## src/rtl/scf_defs.svh

```systemverilog
// Purpose: constants of the serial port control and status flag block
// Assumes: 32-bit AXI4-Lite register bus, byte-wide registers in the low bits
// Notes:   included by its bare name, guarded against double inclusion
// Function
// - A data register write during a transfer sets the write collision flag and raises the interrupt.
// - A master mode collision sets the mode fault flag and raises the interrupt.
// - A master collision is select pin low with port enable and master enable set and select mode 01.
// - Select mode 00 is 3-wire operation and the select signal reaches no pin.
// - Select mode 01, the reset default, is 4-wire slave or multi-master with the select pin as input.
// - Select mode 1x drives the select pin as an output equal to the low mode bit.
// - Each byte end sets the transfer done flag, which hardware never clears and which raises the interrupt.
`ifndef SCF_DEFS_SVH
`define SCF_DEFS_SVH
`define SCF_OFF_CTRL      8'h00
`define SCF_OFF_DATA      8'h04
`define SCF_OFF_INT_STAT  8'h08
`define SCF_OFF_INT_CLR   8'h0C
`define SCF_OFF_INT_EN    8'h10
`define SCF_OFF_CFG       8'h14
`define SCF_B_DONE        7
`define SCF_B_COLL        6
`define SCF_B_FAULT       5
`define SCF_B_OVR         4
`define SCF_B_MODE_HI     3
`define SCF_B_MODE_LO     2
`define SCF_B_TXE         1
`define SCF_B_EN          0
`define SCF_B_MASTER      0
`define SCF_INT_MASK      8'hF0
`define SCF_MODE_3W       2'h0
`define SCF_MODE_4W       2'h1
`define SCF_MODE_RST      2'h1
`define SCF_LAST_BIT      3'h7
`define SCF_RESP_OKAY     2'h0
`define SCF_RESP_SLVERR   2'h2
`endif

```

## src/rtl/scf_pkg.sv

```systemverilog
// Purpose: shared types of the serial port control and status flag block
// Assumes: constants live in scf_defs.svh
// Notes:   types only
package scf_pkg;
   typedef logic [1:0] scf_mode_t;
   typedef logic [7:0] scf_byte_t;
   typedef enum logic {WR_COLLECT, WR_RESPOND} scf_wr_e;
endpackage

```

## src/rtl/scf_pin_if.sv

```systemverilog
// Purpose: carries raw pin levels to the synchroniser and synced levels back
// Assumes: bit 0 is the select pin, bit 1 the serial clock pin
// Notes:   no clocking block
`timescale 1ns/1ps
`default_nettype none
interface scf_pin_if;
   logic [1:0] raw;
   logic [1:0] synced;
   modport user (output raw, input synced);
   modport sync (input raw, output synced);
endinterface
`default_nettype wire

```

## src/rtl/scf_sync.sv

```systemverilog
// Purpose: two flip-flop synchroniser for the pin inputs
// Assumes: pins are asynchronous to CLOCK
// Notes:   the first stage feeds the second stage only
`timescale 1ns/1ps
`default_nettype none
module scf_sync (
   input wire logic clk,     // system clock
   input wire logic rst_n,   // async reset, active low
   scf_pin_if.sync  pins     // raw in, synced out
);
   logic [1:0] meta_q;
   logic [1:0] sync_q;

   // reset to idle-high so a released port does not see a false select
   always_ff @(posedge clk or negedge rst_n) begin
      if (!rst_n) begin
         meta_q <= 2'h3;
         sync_q <= 2'h3;
      end else begin
         meta_q <= pins.raw;
         sync_q <= meta_q;
      end
   end

   assign pins.synced = sync_q;
endmodule
`default_nettype wire

```

## src/rtl/scf_top.sv

```systemverilog
// Purpose: control and status flags of the serial port with an AXI4-Lite slave
// Assumes: shift engine on CLOCK supplies busy, load and received byte
// Notes:   serial clock pin is sampled and its rising edges counted per byte
`timescale 1ns/1ps
`include "scf_defs.svh"
`default_nettype none
module scf_top
   import scf_pkg::*;
(
   input  wire logic        CLOCK,          // system clock, 100 MHz
   input  wire logic        RST_N,          // async reset, active low
   input  wire logic [7:0]  S_AXI_AWADDR,   // write address
   input  wire logic        S_AXI_AWVALID,  // write address valid
   output logic             S_AXI_AWREADY,  // write address ready
   input  wire logic [31:0] S_AXI_WDATA,    // write data
   input  wire logic [3:0]  S_AXI_WSTRB,    // write strobes
   input  wire logic        S_AXI_WVALID,   // write data valid
   output logic             S_AXI_WREADY,   // write data ready
   output logic [1:0]       S_AXI_BRESP,    // write response
   output logic             S_AXI_BVALID,   // write response valid
   input  wire logic        S_AXI_BREADY,   // write response ready
   input  wire logic [7:0]  S_AXI_ARADDR,   // read address
   input  wire logic        S_AXI_ARVALID,  // read address valid
   output logic             S_AXI_ARREADY,  // read address ready
   output logic [31:0]      S_AXI_RDATA,    // read data
   output logic [1:0]       S_AXI_RRESP,    // read response
   output logic             S_AXI_RVALID,   // read data valid
   input  wire logic        S_AXI_RREADY,   // read data ready
   input  wire logic        SEL_IN,         // select pin level
   output logic             SEL_OUT,        // select pin drive value
   output logic             SEL_OE,         // select pin drive enable
   input  wire logic        SCK_IN,         // serial clock pin level
   input  wire logic        XFER_BUSY,      // shift engine transfer in progress
   input  wire logic        SHIFT_LOAD,     // pulse: tx byte moved to shift reg
   input  wire logic [7:0]  RX_BYTE,        // byte shifted in by the engine
   output logic [7:0]       TX_BYTE,        // transmit buffer contents
   output logic             TX_FULL,        // transmit buffer holds a byte
   output logic             PORT_EN,        // port enable to the engine
   output logic             MASTER_EN,      // master enable to the engine
   output logic             IRQ             // level interrupt
);
   scf_pin_if pins ();
   logic      sel_pin_s;
   logic      sck_s;
   logic      sck_prev_q;
   logic [2:0] bit_cnt_q;
   logic      aw_have_q, w_have_q, bvalid_q, rvalid_q;
   logic [7:0] aw_addr_q;
   scf_byte_t wdata_q;
   logic      wstrb0_q;
   logic [1:0] bresp_q, rresp_q;
   scf_byte_t rdata_q;
   scf_wr_e   wr_st_q;
   logic      done_q, coll_q, fault_q, ovr_q, txe_q, en_q, master_q;
   scf_mode_t mode_q;
   scf_byte_t tx_buf_q, rx_buf_q;
   logic      rx_unread_q;
   scf_byte_t int_stat_q, int_en_q;
   scf_byte_t ctrl_rd, rd_mux, events;
   logic      wr_fire, rd_fire, wr_ctrl, wr_data, rd_data, busy;
   logic      sel_off, sck_rise, byte_end, fault, coll_ev, ovr_ev, rd_hit;

   // pins cross into CLOCK before anything looks at them
   assign pins.raw = {SCK_IN, SEL_IN};
   scf_sync u_sync (
      .clk   (CLOCK),
      .rst_n (RST_N),
      .pins  (pins)
   );
   assign sel_pin_s = pins.synced[0];
   assign sck_s = pins.synced[1];

   // ---- AXI4-Lite write channel: address and data taken in either order
   assign S_AXI_AWREADY = !aw_have_q && (wr_st_q == WR_COLLECT);
   assign S_AXI_WREADY  = !w_have_q && (wr_st_q == WR_COLLECT);
   assign wr_fire       = aw_have_q && w_have_q && (wr_st_q == WR_COLLECT);

   always_ff @(posedge CLOCK or negedge RST_N) begin
      if (!RST_N) begin
         aw_have_q <= 1'b0;
         aw_addr_q <= 8'h00;
      end else if (S_AXI_AWVALID && S_AXI_AWREADY) begin
         aw_have_q <= 1'b1;
         aw_addr_q <= S_AXI_AWADDR;
      end else if (wr_fire) begin
         aw_have_q <= 1'b0;
      end
   end

   always_ff @(posedge CLOCK or negedge RST_N) begin
      if (!RST_N) begin
         w_have_q <= 1'b0;
         wdata_q  <= 8'h00;
         wstrb0_q <= 1'b0;
      end else if (S_AXI_WVALID && S_AXI_WREADY) begin
         w_have_q <= 1'b1;
         wdata_q  <= S_AXI_WDATA[7:0];
         wstrb0_q <= S_AXI_WSTRB[0];
      end else if (wr_fire) begin
         w_have_q <= 1'b0;
      end
   end

   // response state; unmapped addresses answer SLVERR and change nothing
   always_ff @(posedge CLOCK or negedge RST_N) begin
      if (!RST_N) begin
         wr_st_q  <= WR_COLLECT;
         bvalid_q <= 1'b0;
         bresp_q  <= `SCF_RESP_OKAY;
      end else begin
         case (wr_st_q)
            WR_COLLECT: begin
               if (wr_fire) begin
                  wr_st_q  <= WR_RESPOND;
                  bvalid_q <= 1'b1;
                  bresp_q  <= (aw_addr_q <= `SCF_OFF_CFG && aw_addr_q[1:0] == 2'h0 &&
                               aw_addr_q != `SCF_OFF_INT_STAT) ? `SCF_RESP_OKAY : `SCF_RESP_SLVERR;
               end
            end
            WR_RESPOND: begin
               if (S_AXI_BREADY) begin
                  wr_st_q  <= WR_COLLECT;
                  bvalid_q <= 1'b0;
               end
            end
            default: wr_st_q <= WR_COLLECT;
         endcase
      end
   end
   assign S_AXI_BVALID = bvalid_q;
   assign S_AXI_BRESP  = bresp_q;

   assign wr_ctrl = wr_fire && wstrb0_q && (aw_addr_q == `SCF_OFF_CTRL);
   assign wr_data = wr_fire && wstrb0_q && (aw_addr_q == `SCF_OFF_DATA);

   // ---- AXI4-Lite read channel, one read outstanding
   assign S_AXI_ARREADY = !rvalid_q;
   assign rd_fire       = S_AXI_ARVALID && S_AXI_ARREADY;
   assign rd_data       = rd_fire && (S_AXI_ARADDR == `SCF_OFF_DATA);
   assign ctrl_rd = {done_q, coll_q, fault_q, ovr_q, mode_q, txe_q, en_q};

   always_comb begin
      rd_mux = 8'h00;
      rd_hit = 1'b1;
      case (S_AXI_ARADDR)
         `SCF_OFF_CTRL:     rd_mux = ctrl_rd;
         `SCF_OFF_DATA:     rd_mux = rx_buf_q;
         `SCF_OFF_INT_STAT: rd_mux = int_stat_q;
         `SCF_OFF_INT_CLR:  rd_mux = 8'h00;
         `SCF_OFF_INT_EN:   rd_mux = int_en_q;
         `SCF_OFF_CFG:      rd_mux = {7'h00, master_q};
         default:           rd_hit = 1'b0;
      endcase
   end

   always_ff @(posedge CLOCK or negedge RST_N) begin
      if (!RST_N) begin
         rvalid_q <= 1'b0;
         rdata_q  <= 8'h00;
         rresp_q  <= `SCF_RESP_OKAY;
      end else if (rd_fire) begin
         rvalid_q <= 1'b1;
         rdata_q  <= rd_mux;
         rresp_q  <= rd_hit ? `SCF_RESP_OKAY : `SCF_RESP_SLVERR;
      end else if (S_AXI_RREADY) begin
         rvalid_q <= 1'b0;
      end
   end
   assign S_AXI_RVALID = rvalid_q;
   assign S_AXI_RDATA  = {24'h000000, rdata_q};
   assign S_AXI_RRESP  = rresp_q;

   // ---- link side: count sampled serial clock rising edges per byte
   // a deselected 4-wire slave restarts the count so a stray edge cannot shift the frame
   assign sel_off  = !master_q && (mode_q == `SCF_MODE_4W) && sel_pin_s;
   assign sck_rise = sck_s && !sck_prev_q;
   assign byte_end = en_q && !sel_off && sck_rise && (bit_cnt_q == `SCF_LAST_BIT);
   assign busy     = XFER_BUSY || (bit_cnt_q != 3'h0);

   always_ff @(posedge CLOCK or negedge RST_N) begin
      if (!RST_N) begin
         sck_prev_q <= 1'b1;
         bit_cnt_q  <= 3'h0;
      end else begin
         sck_prev_q <= sck_s;
         if (!en_q || sel_off) begin
            bit_cnt_q <= 3'h0;
         end else if (sck_rise) begin
            bit_cnt_q <= bit_cnt_q + 3'h1;  // wraps to zero after the last bit
         end
      end
   end

   // fault only in multi-master mode; 3-wire mode ignores the select pin
   assign fault   = en_q && master_q && !sel_pin_s && (mode_q == `SCF_MODE_4W);
   assign coll_ev = wr_data && busy;
   assign ovr_ev  = byte_end && !master_q && rx_unread_q;

   // select pin drive: only the single-master modes own the pin
   assign SEL_OE  = mode_q[1];
   assign SEL_OUT = mode_q[1] & mode_q[0];

   // ---- control register; a hardware set wins over a software write of zero
   always_ff @(posedge CLOCK or negedge RST_N) begin
      if (!RST_N) begin
         done_q  <= 1'b0;
         coll_q  <= 1'b0;
         fault_q <= 1'b0;
         ovr_q  <= 1'b0;
      end else begin
         done_q <= (wr_ctrl ? wdata_q[`SCF_B_DONE] : done_q) | byte_end;
         coll_q  <= (wr_ctrl ? wdata_q[`SCF_B_COLL] : coll_q) | coll_ev;
         fault_q <= (wr_ctrl ? wdata_q[`SCF_B_FAULT] : fault_q) | fault;
         ovr_q  <= (wr_ctrl ? wdata_q[`SCF_B_OVR]  : ovr_q)  | ovr_ev;
      end
   end

   always_ff @(posedge CLOCK or negedge RST_N) begin
      if (!RST_N) begin
         mode_q   <= `SCF_MODE_RST;
         en_q     <= 1'b0;
         master_q <= 1'b0;
      end else begin
         if (wr_ctrl) begin
            mode_q <= wdata_q[`SCF_B_MODE_HI:`SCF_B_MODE_LO];
            en_q   <= wdata_q[`SCF_B_EN];
         end
         if (wr_fire && wstrb0_q && aw_addr_q == `SCF_OFF_CFG) begin
            master_q <= wdata_q[`SCF_B_MASTER];
         end
      end
   end
   assign PORT_EN   = en_q;
   assign MASTER_EN = master_q;

   // ---- transmit buffer; a refused write leaves the buffer untouched
   always_ff @(posedge CLOCK or negedge RST_N) begin
      if (!RST_N) begin
         tx_buf_q <= 8'h00;
         txe_q    <= 1'b1;
      end else if (wr_data && !busy) begin
         tx_buf_q <= wdata_q;
         txe_q    <= 1'b0;
      end else if (SHIFT_LOAD) begin
         txe_q    <= 1'b1;
      end
   end
   assign TX_BYTE = tx_buf_q;
   assign TX_FULL = !txe_q;

   // ---- receive buffer; on overrun the unread byte is kept, the new one lost
   always_ff @(posedge CLOCK or negedge RST_N) begin
      if (!RST_N) begin
         rx_buf_q    <= 8'h00;
         rx_unread_q <= 1'b0;
      end else if (byte_end && !ovr_ev) begin
         rx_buf_q    <= RX_BYTE;
         rx_unread_q <= 1'b1;
      end else if (rd_data) begin
         rx_unread_q <= 1'b0;
      end
   end

   // ---- interrupt status: sticky, write-one-to-clear, set beats clear
   assign events = {byte_end, coll_ev, fault, ovr_ev, 4'h0};

   always_ff @(posedge CLOCK or negedge RST_N) begin
      if (!RST_N) begin
         int_stat_q <= 8'h00;
         int_en_q   <= 8'h00;
      end else begin
         if (wr_fire && wstrb0_q && aw_addr_q == `SCF_OFF_INT_CLR) begin
            int_stat_q <= ((int_stat_q & ~wdata_q) | events) & `SCF_INT_MASK;
         end else begin
            int_stat_q <= (int_stat_q | events) & `SCF_INT_MASK;
         end
         if (wr_fire && wstrb0_q && aw_addr_q == `SCF_OFF_INT_EN) begin
            int_en_q <= wdata_q & `SCF_INT_MASK;
         end
      end
   end
   assign IRQ = |(int_stat_q & int_en_q);
endmodule
`default_nettype wire

```

## config.mk

```make
export PLATFORM = sky130hd
export DESIGN_NAME = scf_top
export DESIGN_NICKNAME = d
export VERILOG_FILES = /design/src/rtl/scf_pkg.sv /design/src/rtl/scf_pin_if.sv /design/src/rtl/scf_sync.sv /design/src/rtl/scf_top.sv
export VERILOG_INCLUDE_DIRS = /design/src /design/src/rtl
export SDC_FILE = /design/constraint.sdc
export NUM_CORES = 1
export LEC_CHECK = 0
export BUFFER_PORTS_ARGS = -buffer_cell sky130_fd_sc_hd__buf_4
export CAP_MARGIN = 20
export CORE_MARGIN = 5
export CORE_UTILIZATION = 53
export DETAILED_ROUTE_END_ITERATION = 16
export PLACE_DENSITY = 0.85
export SYNTH_ARGS = -nofsm -noshare
export SYNTH_HDL_FRONTEND = slang
export SYNTH_SLANG_ARGS = --single-unit
```

## constraint.sdc

```tcl
create_clock -name CLOCK -period 5.3 [get_ports CLOCK]
set_clock_uncertainty 0.05 [all_clocks]
set_input_delay 0.53 -clock CLOCK [delete_from_list [all_inputs] [get_ports CLOCK]]
set_output_delay 0.53 -clock CLOCK [all_outputs]
set_load 0.1 [all_outputs]
```

# Word level (Yosys, flattened, before mapping)
# Index checks and enable logic that the tools add are counted.
[op_classes]
mux = 26
bitwise = 11
add_sub_neg = 1
n_lt_le_gt_ge = 1
reduce_logical = 57
eq_ne = 14
[ops]
columns = ["op", "n"]
rows = [
  ["$pmux W8 S5", 1],
  ["$eq A8 B5 Y1 const B", 4],
  ["$logic_and A1 B1 Y1", 30],
  ["$eq A8 B4 Y1 const B", 3],
  ["$mux W1", 18],
  ["$and A8 B8 Y8", 2],
  ["$eq A8 B3 Y1 const B", 2],
  ["$logic_not A8 Y1", 2],
  ["$or A8 B8 Y8", 2],
  ["$reduce_bool A2 Y1", 6],
  ["$logic_not A1 Y1", 11],
  ["$le A8 B5 Y1 const B", 1],
  ["$mux W8", 1],
  ["$ne A8 B4 Y1 const B", 1],
  ["$not A8 Y8", 1],
  ["$reduce_or A8 Y1", 1],
  ["$mux W3", 2],
  ["$reduce_or A6 Y1", 1],
  ["$mux W2", 2],
  ["$ne A2 B2 Y1 const B", 2],
  ["$or A1 B1 Y1", 4],
  ["$pmux W1 S2", 2],
  ["$reduce_and A2 Y1", 2],
  ["$add A3 B1 Y3 const B", 1],
  ["other kinds (7)", 8],
]
[word_totals]
word_cells = 138
output_inout_bits = 55
register_bits = 80

# Longest topological paths before layout
# Gate-level depths: netlist of run 1.
[logic_depth]
depth_word = 12
depth_mapped = 6

# Modules after synthesis
# Synthesis of run 1 repeated with hierarchy kept, for this count alone.
[unflattened]
hier_cells = 274
area_unflattened_um2 = 3360.7
[by_module_without_submodules]
columns = ["mod", "area_each_um2", "seq_area_each_um2", "cells_each", "n_inst"]
rows = [
  ["scf_top", 3255.6, 1755.4, 270, 1],
  ["scf_sync", 105.1, 105.1, 4, 1],
]

# Worst setup path before layout of run 1
# OpenSTA, ideal clock, no wires.
[synth_timing]
kind = "reg2reg"
startpoint = "register w_have_q"
endpoint = "register wdata_q[0]"
path_stages_with_launch = 5
period_less_slack_ns = 2.814
arrival_time_ns = 2.640
path_slack_ns = 2.486
setup_ns = 0.125
path_cell_list = "dfrtp_1 nor2_1 and2_1 clkbuf_1 mux2_2"
[synth_between]
elab_chain_len = 3
[synth_rtl]
columns = ["item", "line", "text"]
rows = [
  ["start: declaration", "scf_top.sv:47", "logic aw_have_q, w_have_q, bvalid_q, rvalid_q;"],
  ["start signal: assignment", "scf_top.sv:92", "w_have_q <= 1'b0;"],
  ["start signal: assignment", "scf_top.sv:96", "w_have_q <= 1'b1;"],
  ["start signal: assignment", "scf_top.sv:100", "w_have_q <= 1'b0;"],
  ["$logic_not A1 Y1", "scf_top.sv:75", "assign S_AXI_WREADY = !w_have_q && (wr_st_q == WR_COLLECT);"],
  ["$logic_and A1 B1 Y1", "scf_top.sv:75", ""],
  ["via S_AXI_WREADY", "scf_top.sv:18", "output logic S_AXI_WREADY,"],
  ["$logic_and A1 B1 Y1", "scf_top.sv:95", "end else if (S_AXI_WVALID && S_AXI_WREADY) begin"],
  ["end signal: assignment", "scf_top.sv:97", "wdata_q <= S_AXI_WDATA[7:0];"],
  ["end: declaration", "scf_top.sv:49", "scf_byte_t wdata_q;"],
]
# The timed path passes the listed nets, and every way through them passes these cells.
# A chain may end at the register's enable or synchronous reset.

# Worst setup path in the final report of run 1
[layout_timing]
startpoint = "register aw_addr_q[0]"
endpoint = "register tx_buf_q[3], in the netlist TX_BYTE[3]"
[layout_between]
elab_chain_len = 3
[layout_rtl]
columns = ["item", "line", "text"]
rows = [
  ["start: declaration", "scf_top.sv:48", "logic [7:0] aw_addr_q;"],
  ["start signal: assignment", "scf_top.sv:81", "aw_addr_q <= 8'h00;"],
  ["start signal: assignment", "scf_top.sv:84", "aw_addr_q <= S_AXI_AWADDR;"],
  ["$eq A8 B3 Y1 (no source line)", "-", ""],
  ["$logic_and A1 B1 Y1", "scf_top.sv:134", "assign wr_data = wr_fire && wstrb0_q && (aw_addr_q == `SCF_OFF_DATA);"],
  ["$logic_and A1 B1 Y1", "scf_top.sv:241", "end else if (wr_data && !busy) begin"],
  ["end signal: assignment", "scf_top.sv:242", "tx_buf_q <= wdata_q;"],
  ["end: declaration", "scf_top.sv:56", "scf_byte_t tx_buf_q, rx_buf_q;"],
]
# Every way passes these cells.

==> flow_summary.ini, run 1 <==
[cells_and_area]
nFillCells = 477
syn_to_final_growth_pct = 22.2
drive_above_1_share_pct = 39.3
diodes = 0
fin_nets = 428

[setup_path]
critical_path_required_ns = 5.47
worst_path_max_delay_cell = or4_4
crit_chain = or4_4, nor4_4, nand3b_2, mux2_2
worstSetupPathType = reg2reg
cp.arrival_ns = 2.45
crit_fanout = 10
startpoint_type = flop
max_stage_delay_ns = 0.57
cp-end-kind = flop

[route]
num_vias = 2364
antenna_left = 0
dr.pass1.iters = 4
drc = 0
routed_wl_microns = 7000
wire_per_inst_microns = 16.1
viasPerCell = 5.42
drtIter0Drc = 170

[die]
ios = 126
row_count = 29
core_sq_um = 6280
die_height_microns = 89.7
die-area_sq_um = 8050
start_util_pct = 53.7
die_x_microns = 89.7

[yosys]
synth-seq-cells = 74
netlist_area_sq_um = 3370
ys.warnings.count = 0
synth-main-ff-cell = dfrtp_1
synth.avg_cell_area_sq_um = 12.1
synth_edf_count = 0
yosysSeqAreaShare_pct = 55.2
synth_cells = 278
synthArstFlopShare_pct = 100
synth_cell_type_count = 43

[timing]
worst_slack_ns = 3.02
final.min_clock_period_ns = 2.28
hold_viol = 0
slew_violations = 0
hold_slack_ns = 0.248
tns_ns = 0
fmax_ghz = 0.438
period_share_pct = 43.1
setup_violations = 0
slew_headroom_pct = 41.0
rsz0062_at_grt = no
worst_pin_slew_ns = 0.886

[job]
maxCapViolations = 0

[grt]
grt_util_all_layers_pct = 17.4
gr-total-overflow = 0
grt_max_degree = 75
antenna_found_initial = 0
grt_pass1_vias = 2377
grt_pass1_wl_microns = 11600

[clocking]
cts-root-buf = clkbuf_8
cts_setup_buffers = 0
h-tree-depth = 3
clk_latency_ns = 0.34
cts_buffers = 9
ctsHoldBuffers = 0
cts_resized = 0
path_clk_slew_ns = 0.08
clockBufferDepth = 2
cts_tree = built
cts.sinks = 74

[placed_design]
io_buffers = 72
place_hpwl_microns = 5120
place_worst_setup_slack_ns = 2.93
place_congestion = 0.809

[power_and_ir_drop]
power.density_nw_per_um2 = 458
ir_drop_mv = 0.449
power.static_leakage_nw = 2.05

[outcome]
status = completed

[worst_hold_path]
holdCritPathClass = in2async
==> through the flow <==
step	power, mW	std cells	utilization, %	area (sq um)
floorplan	1.25	303	-	3460
global placement	1.36	420	61.8	3880
detailed placement	1.38	420	61.8	3880
CTS	1.90	436	65.6	4120
global route	1.97	436	65.6	4120
finish	1.89	436	65.6	4120
==> synthesized netlist by cell type (4+ instances only) <==
cell,n,area [sq um]
clkbuf_1,5,18.8
mux2_2,41,462
dfstp_2,7,184
a22oi_1,4,30.0
a21o_1,4,30.0
mux2i_1,7,70.1
inv_1,7,26.3
a21oi_1,8,40.0
buf_4,26,195
nor2_1,14,52.6
nand2_1,21,78.8
dfrtp_1,67,1680
o21ai_0,9,45.0
nor2b_1,4,25.0
nand2b_1,4,25.0
==> logic make-up after synthesis <==
logic type / count (synthesis) / synth area share [%]
xor gates and xnor gates: 1 / 0.260
and+or+nand+nor: 69 / 11.5
adders and majority gates: 3 / 1.11
buffers and inverters: 39 / 7.24
other: 1 / 0.111
AOI/OAI and AO/OA: 43 / 8.73
DFF: 74 / 55.2
muxes: 48 / 15.8
==> power breakdown <==
group	switching (mW)	internal [mW]	leakage [nW]
Combinational	0.392	0.180	1.01
Clock	0.204	0.312	0.114
Sequential	0.118	0.680	0.929
Total	0.714	1.17	2.05
==> worst paths after layout <==
check | slack (ns) | start | cells past startpoint | to
min in group CLOCK | 0.25 | SEL_IN | 1 | u_sync.meta_q[0]
max in group asynchronous | 4.36 | RST_N | 1 | aw_addr_q[3]
min reg2reg | 0.31 | u_sync.meta_q[0] | 0 | u_sync.pins.synced[0]
max reg2reg | 3.02 | aw_addr_q[0] | 4 | TX_BYTE[3]
min | 0.25 | RST_N | 1 | S_AXI_RVALID
max | 3.02 | aw_addr_q[0] | 4 | TX_BYTE[3]
==> flip-flops by register name, indices dropped and copies added, names as in the netlist, 2 cells and up <==
register / cells
wdata_q: 8
rx_buf_q: 8
aw_addr_q: 8
rdata_q: 8
bit_cnt_q: 3
TX_BYTE: 8
u_sync.pins.synced: 2
int_en_q: 4
int_stat_q: 4
u_sync.meta_q: 2
mode_q: 2
==> critical path: cells and delay by family, from the launching register on <==
family	cells	cell delay, ns
flops	1	0.39
mux	1	0.36
simple gates	3	1.35
==> area by class of cell <==
class                           instances  area (sq um)  share of cell area (%)
Clock buffer                           11           131                    3.19
Sequential cell                        74          1860                    45.2
Multi-Input combinational cell        190          1360                    33.0
Timing Repair Buffer                   72           541                    13.1
Tap cell                               77          96.3                    2.34
Inverter                                7          26.3                   0.638
Clock inverter                          5           103                    2.49
==> metal layers <==
layer / up-vias / GRT usage (%) / part of all wire [%] / wire length, microns
li1: 1088 / - / - / -
met1: 1182 / 22.6 / 41 / 2890
met2: 88 / 28.0 / 51 / 3560
met3: 6 / 3.84 / 6.7 / 467
met4: 0 / 7.56 / 1.3 / 90
met5: - / 0 / 0 / 0
==> layout by cell type, fill, tap and decap left out, types with 2 or more instances in the layout <==
cell type / instances
buf_4: 72
dfrtp_1: 67
mux2_2: 41
conb_1: 26
nand2_1: 21
nor2_1: 14
o21ai_0: 9
clkbuf_8: 9
a21oi_1: 8
inv_1: 7
mux2i_1: 7
dfstp_2: 7
nand2b_1: 4
a21o_1: 4
a22oi_1: 4
nor2b_1: 4
nand3b_1: 3
nor3b_1: 3
a22o_1: 3
and2_1: 3
and3_2: 3
a211o_1: 3
a32o_1: 3
ha_1: 3
bufinv_16: 3
nand4b_1: 2
nor3_1: 2
nand3_1: 2
a31oi_1: 2
a32oi_1: 2
o31ai_1: 2
clkbuf_1: 2
No activity file was read; power rests on OpenSTA's default activity.
==> run 2: changes to the inputs <==
ABC_AREA = 1   (was unset)
CORE_UTILIZATION = 45   (was 53)
PLACE_DENSITY = 0.76   (was 0.85)
clock period = 2.04 ns   (was 5.3 ns; I/O delays follow)
==> run 2 against run 1 <==
Effect of this change: utilization is 8.8 points lower; critical path type unchanged; sequential power up 140%; sequential share of layout area shrank 2.5 points; largest cell class unchanged; non-clock buffer count increased by 9; setup slack got worse by 2.7 ns; via count rose by 21%.
==> flow_summary.ini, run 2 <==
[job]
maxCapViolations = 0

[clocking]
cts_tree = built
cts_setup_buffers = 0
path_clk_slew_ns = 0.08
cts-root-buf = clkbuf_8
clk_latency_ns = 0.34
clockBufferDepth = 2
cts.sinks = 74
cts_buffers = 9
h-tree-depth = 3

[cells_and_area]
syn_to_final_growth_pct = 23.4
layout_common_cells = 113 x nand2_1, 75 x buf_4, 66 x dfrtp_1, 49 x nand3_1, 37 x inv_1
finalNonFillerCells = 600
drive_above_1_share_pct = 25.7
fin_nets = 567
diodes = 0
layout_commonest_cell = nand2_1
nFillCells = 690

[power_and_ir_drop]
power.density_nw_per_um2 = 1060
power.static_leakage_nw = 2.28
power_switching_share_pct = 41.4
pwr-share-seq_pct = 41.8
totalPowerFinal_mw = 4.63
intPower_mw = 2.71
power.switching_mw = 1.92
p_clk_share_pct = 24.3
ir_drop_mv = 0.997
comb_power_share_pct = 33.8

[setup_path]
worst_path_max_delay_cell = dfstp_2
worstSetupPathType = reg2reg
startpoint_type = flop
critical_path_required_ns = 2.22
crit_chain = inv_1, nor2_1, nand3_1, nor2_2, nand2_1, nand2_1, nand2_1
max_stage_delay_ns = 0.54
crit_fanout = 11
cp-end-kind = flop
crit_path_frequent_cell = nand2_1
cp.arrival_ns = 1.94

[grt]
gr-total-overflow = 0
grt_pass1_wl_microns = 12900
antenna_found_initial = 0
grt_pass1_vias = 2793
grt_max_degree = 57
grt_util_all_layers_pct = 16.2

[route]
dr.pass1.iters = 4
routed_wl_microns = 7550
wire_per_inst_microns = 12.6
num_vias = 2871
viasPerCell = 4.79
antenna_left = 0
drc = 0
drtIter0Drc = 183

[outcome]
status = completed

[yosys]
synth_area_leaders = dfrtp_1 47%, nand2_1 12%, nand3_1 6.9%
synth.most_common_cell = nand2_1
synth_cells = 408
synth-main-ff-cell = dfrtp_1
yosysSeqAreaShare_pct = 52.6
synth.top_cells.by_count = 113 x nand2_1, 67 x dfrtp_1, 49 x nand3_1, 38 x inv_1, 32 x nor2_1
synth.avg_cell_area_sq_um = 8.67
synth_edf_count = 0
ys.warnings.count = 0
synth_top_cell_by_area = dfrtp_1
synthArstFlopShare_pct = 100
synth-seq-cells = 74
netlist_area_sq_um = 3540
synth_cell_type_count = 29
synth.top_cell.area_share_pct = 47.4

[timing]
setup_violations = 0
final.min_clock_period_ns = 1.76
hold_slack_ns = 0.0354
slew_violations = 0
rsz0062_at_grt = no
tns_ns = 0
slew_headroom_pct = 53.8
worst_pin_slew_ns = 0.693
hold_viol = 0
fmax_ghz = 0.569
period_share_pct = 86.1

[placed_design]
io_buffers = 72
place_hpwl_microns = 5860
place_congestion = 0.841
place_inst = 578

[die]
die-area_sq_um = 9730
die_height_microns = 98.7
start_util_pct = 46.0
core_sq_um = 7690
ios = 126
row_count = 32
die_x_microns = 98.7

[worst_hold_path]
holdCritPathClass = in2reg
## run 2: cell count changes in the layout (fill, tap and decap cells not counted), moves of 6 or more
cell           delta
nor2_1           +15
dlygate4sd3_1     +6
o21ai_2           +6
inv_1            +30
o21ai_0           +9
mux2_2           -33
nand3_1          +47
nand2_1          +92
mux2i_1           -7
## run 2: final timing paths
kind | startpoint | end | slack (ns) | cells after the start
setup / recovery | u_sync.pins.synced[1] | rx_buf_q[4] | 0.28 | 7
hold / removal | S_AXI_WDATA[1] | wdata_q[1] | 0.04 | 2
setup reg to reg | u_sync.pins.synced[1] | rx_buf_q[4] | 0.28 | 7
hold reg to reg | u_sync.meta_q[1] | u_sync.pins.synced[1] | 0.31 | 0
max in group asynchronous | RST_N | TX_BYTE[4] | 0.89 | 3
min in group asynchronous | RST_N | S_AXI_RVALID | 0.40 | 2
## run 2: final cells by class
cell class                 count  area (sq um)  area share [%]
sequential                    74          1860            42.7
multi-input combinational    286          1390            31.9
timing repair buffer          81           623            14.3
inverter                      41           159            3.64
clock buffer                  11           141            3.24
tap                          102           128            2.92
clock inverter                 5          55.1            1.26
## run 2: per-layer routing
metal	GRT usage (%)	wire length (microns)
met1	21.2	3350
met2	26.4	3530
met3	4.53	562
met4	4.62	109
met5	0	0
## run 2: timing repair
item | CTS | global route
endpoints found under the setup margin | 0 | 9
endpoints found under the hold margin | 53 | 0
hold buffers | 6 | 0
resized for setup | 0 | 1
## run 2: metrics by stage
stage | instance area, sq um | util, % | worst slack (ns)
after floorplan | 3640 | - | -0.0960
after global placement | 4110 | 53.4 | 0.0956
after detailed placement | 4110 | 53.4 | 0.0364
after CTS | 4360 | 56.7 | 0.0309
after global routing | 4360 | 56.8 | 0.0528
final | 4360 | 56.8 | 0.283
## run 2: logic make-up (layout without fill, tap and decap cells)
family,Yosys count,in the layout,synth area share [%]
AO/OA/AOI/OAI,38,38,6.01
adder cells (fa/ha/maj),3,3,1.06
buffers and inverters,73,138,10.9
flip-flops,74,74,52.6
multiplexers,8,8,2.55
other,1,26,0.106
AND/OR/NAND/NOR,211,211,26.8
## run 2: worst max-delay path, delay by kind of cell (launching register included)
family        cells  cell delay [ns]
buf+inv           1             0.04
simple gates      6             1.02
flops             1             0.54
## run 2: power groups by stage
stage	Clock [mW]	Combinational [mW]	Sequential [mW]
after floorplan	0	1.01	2.19
after global placement	0	1.54	1.95
after detailed placement	0	1.57	1.96
after CTS	1.16	1.58	1.94
after global routing	1.21	1.69	1.97
final	1.13	1.57	1.93
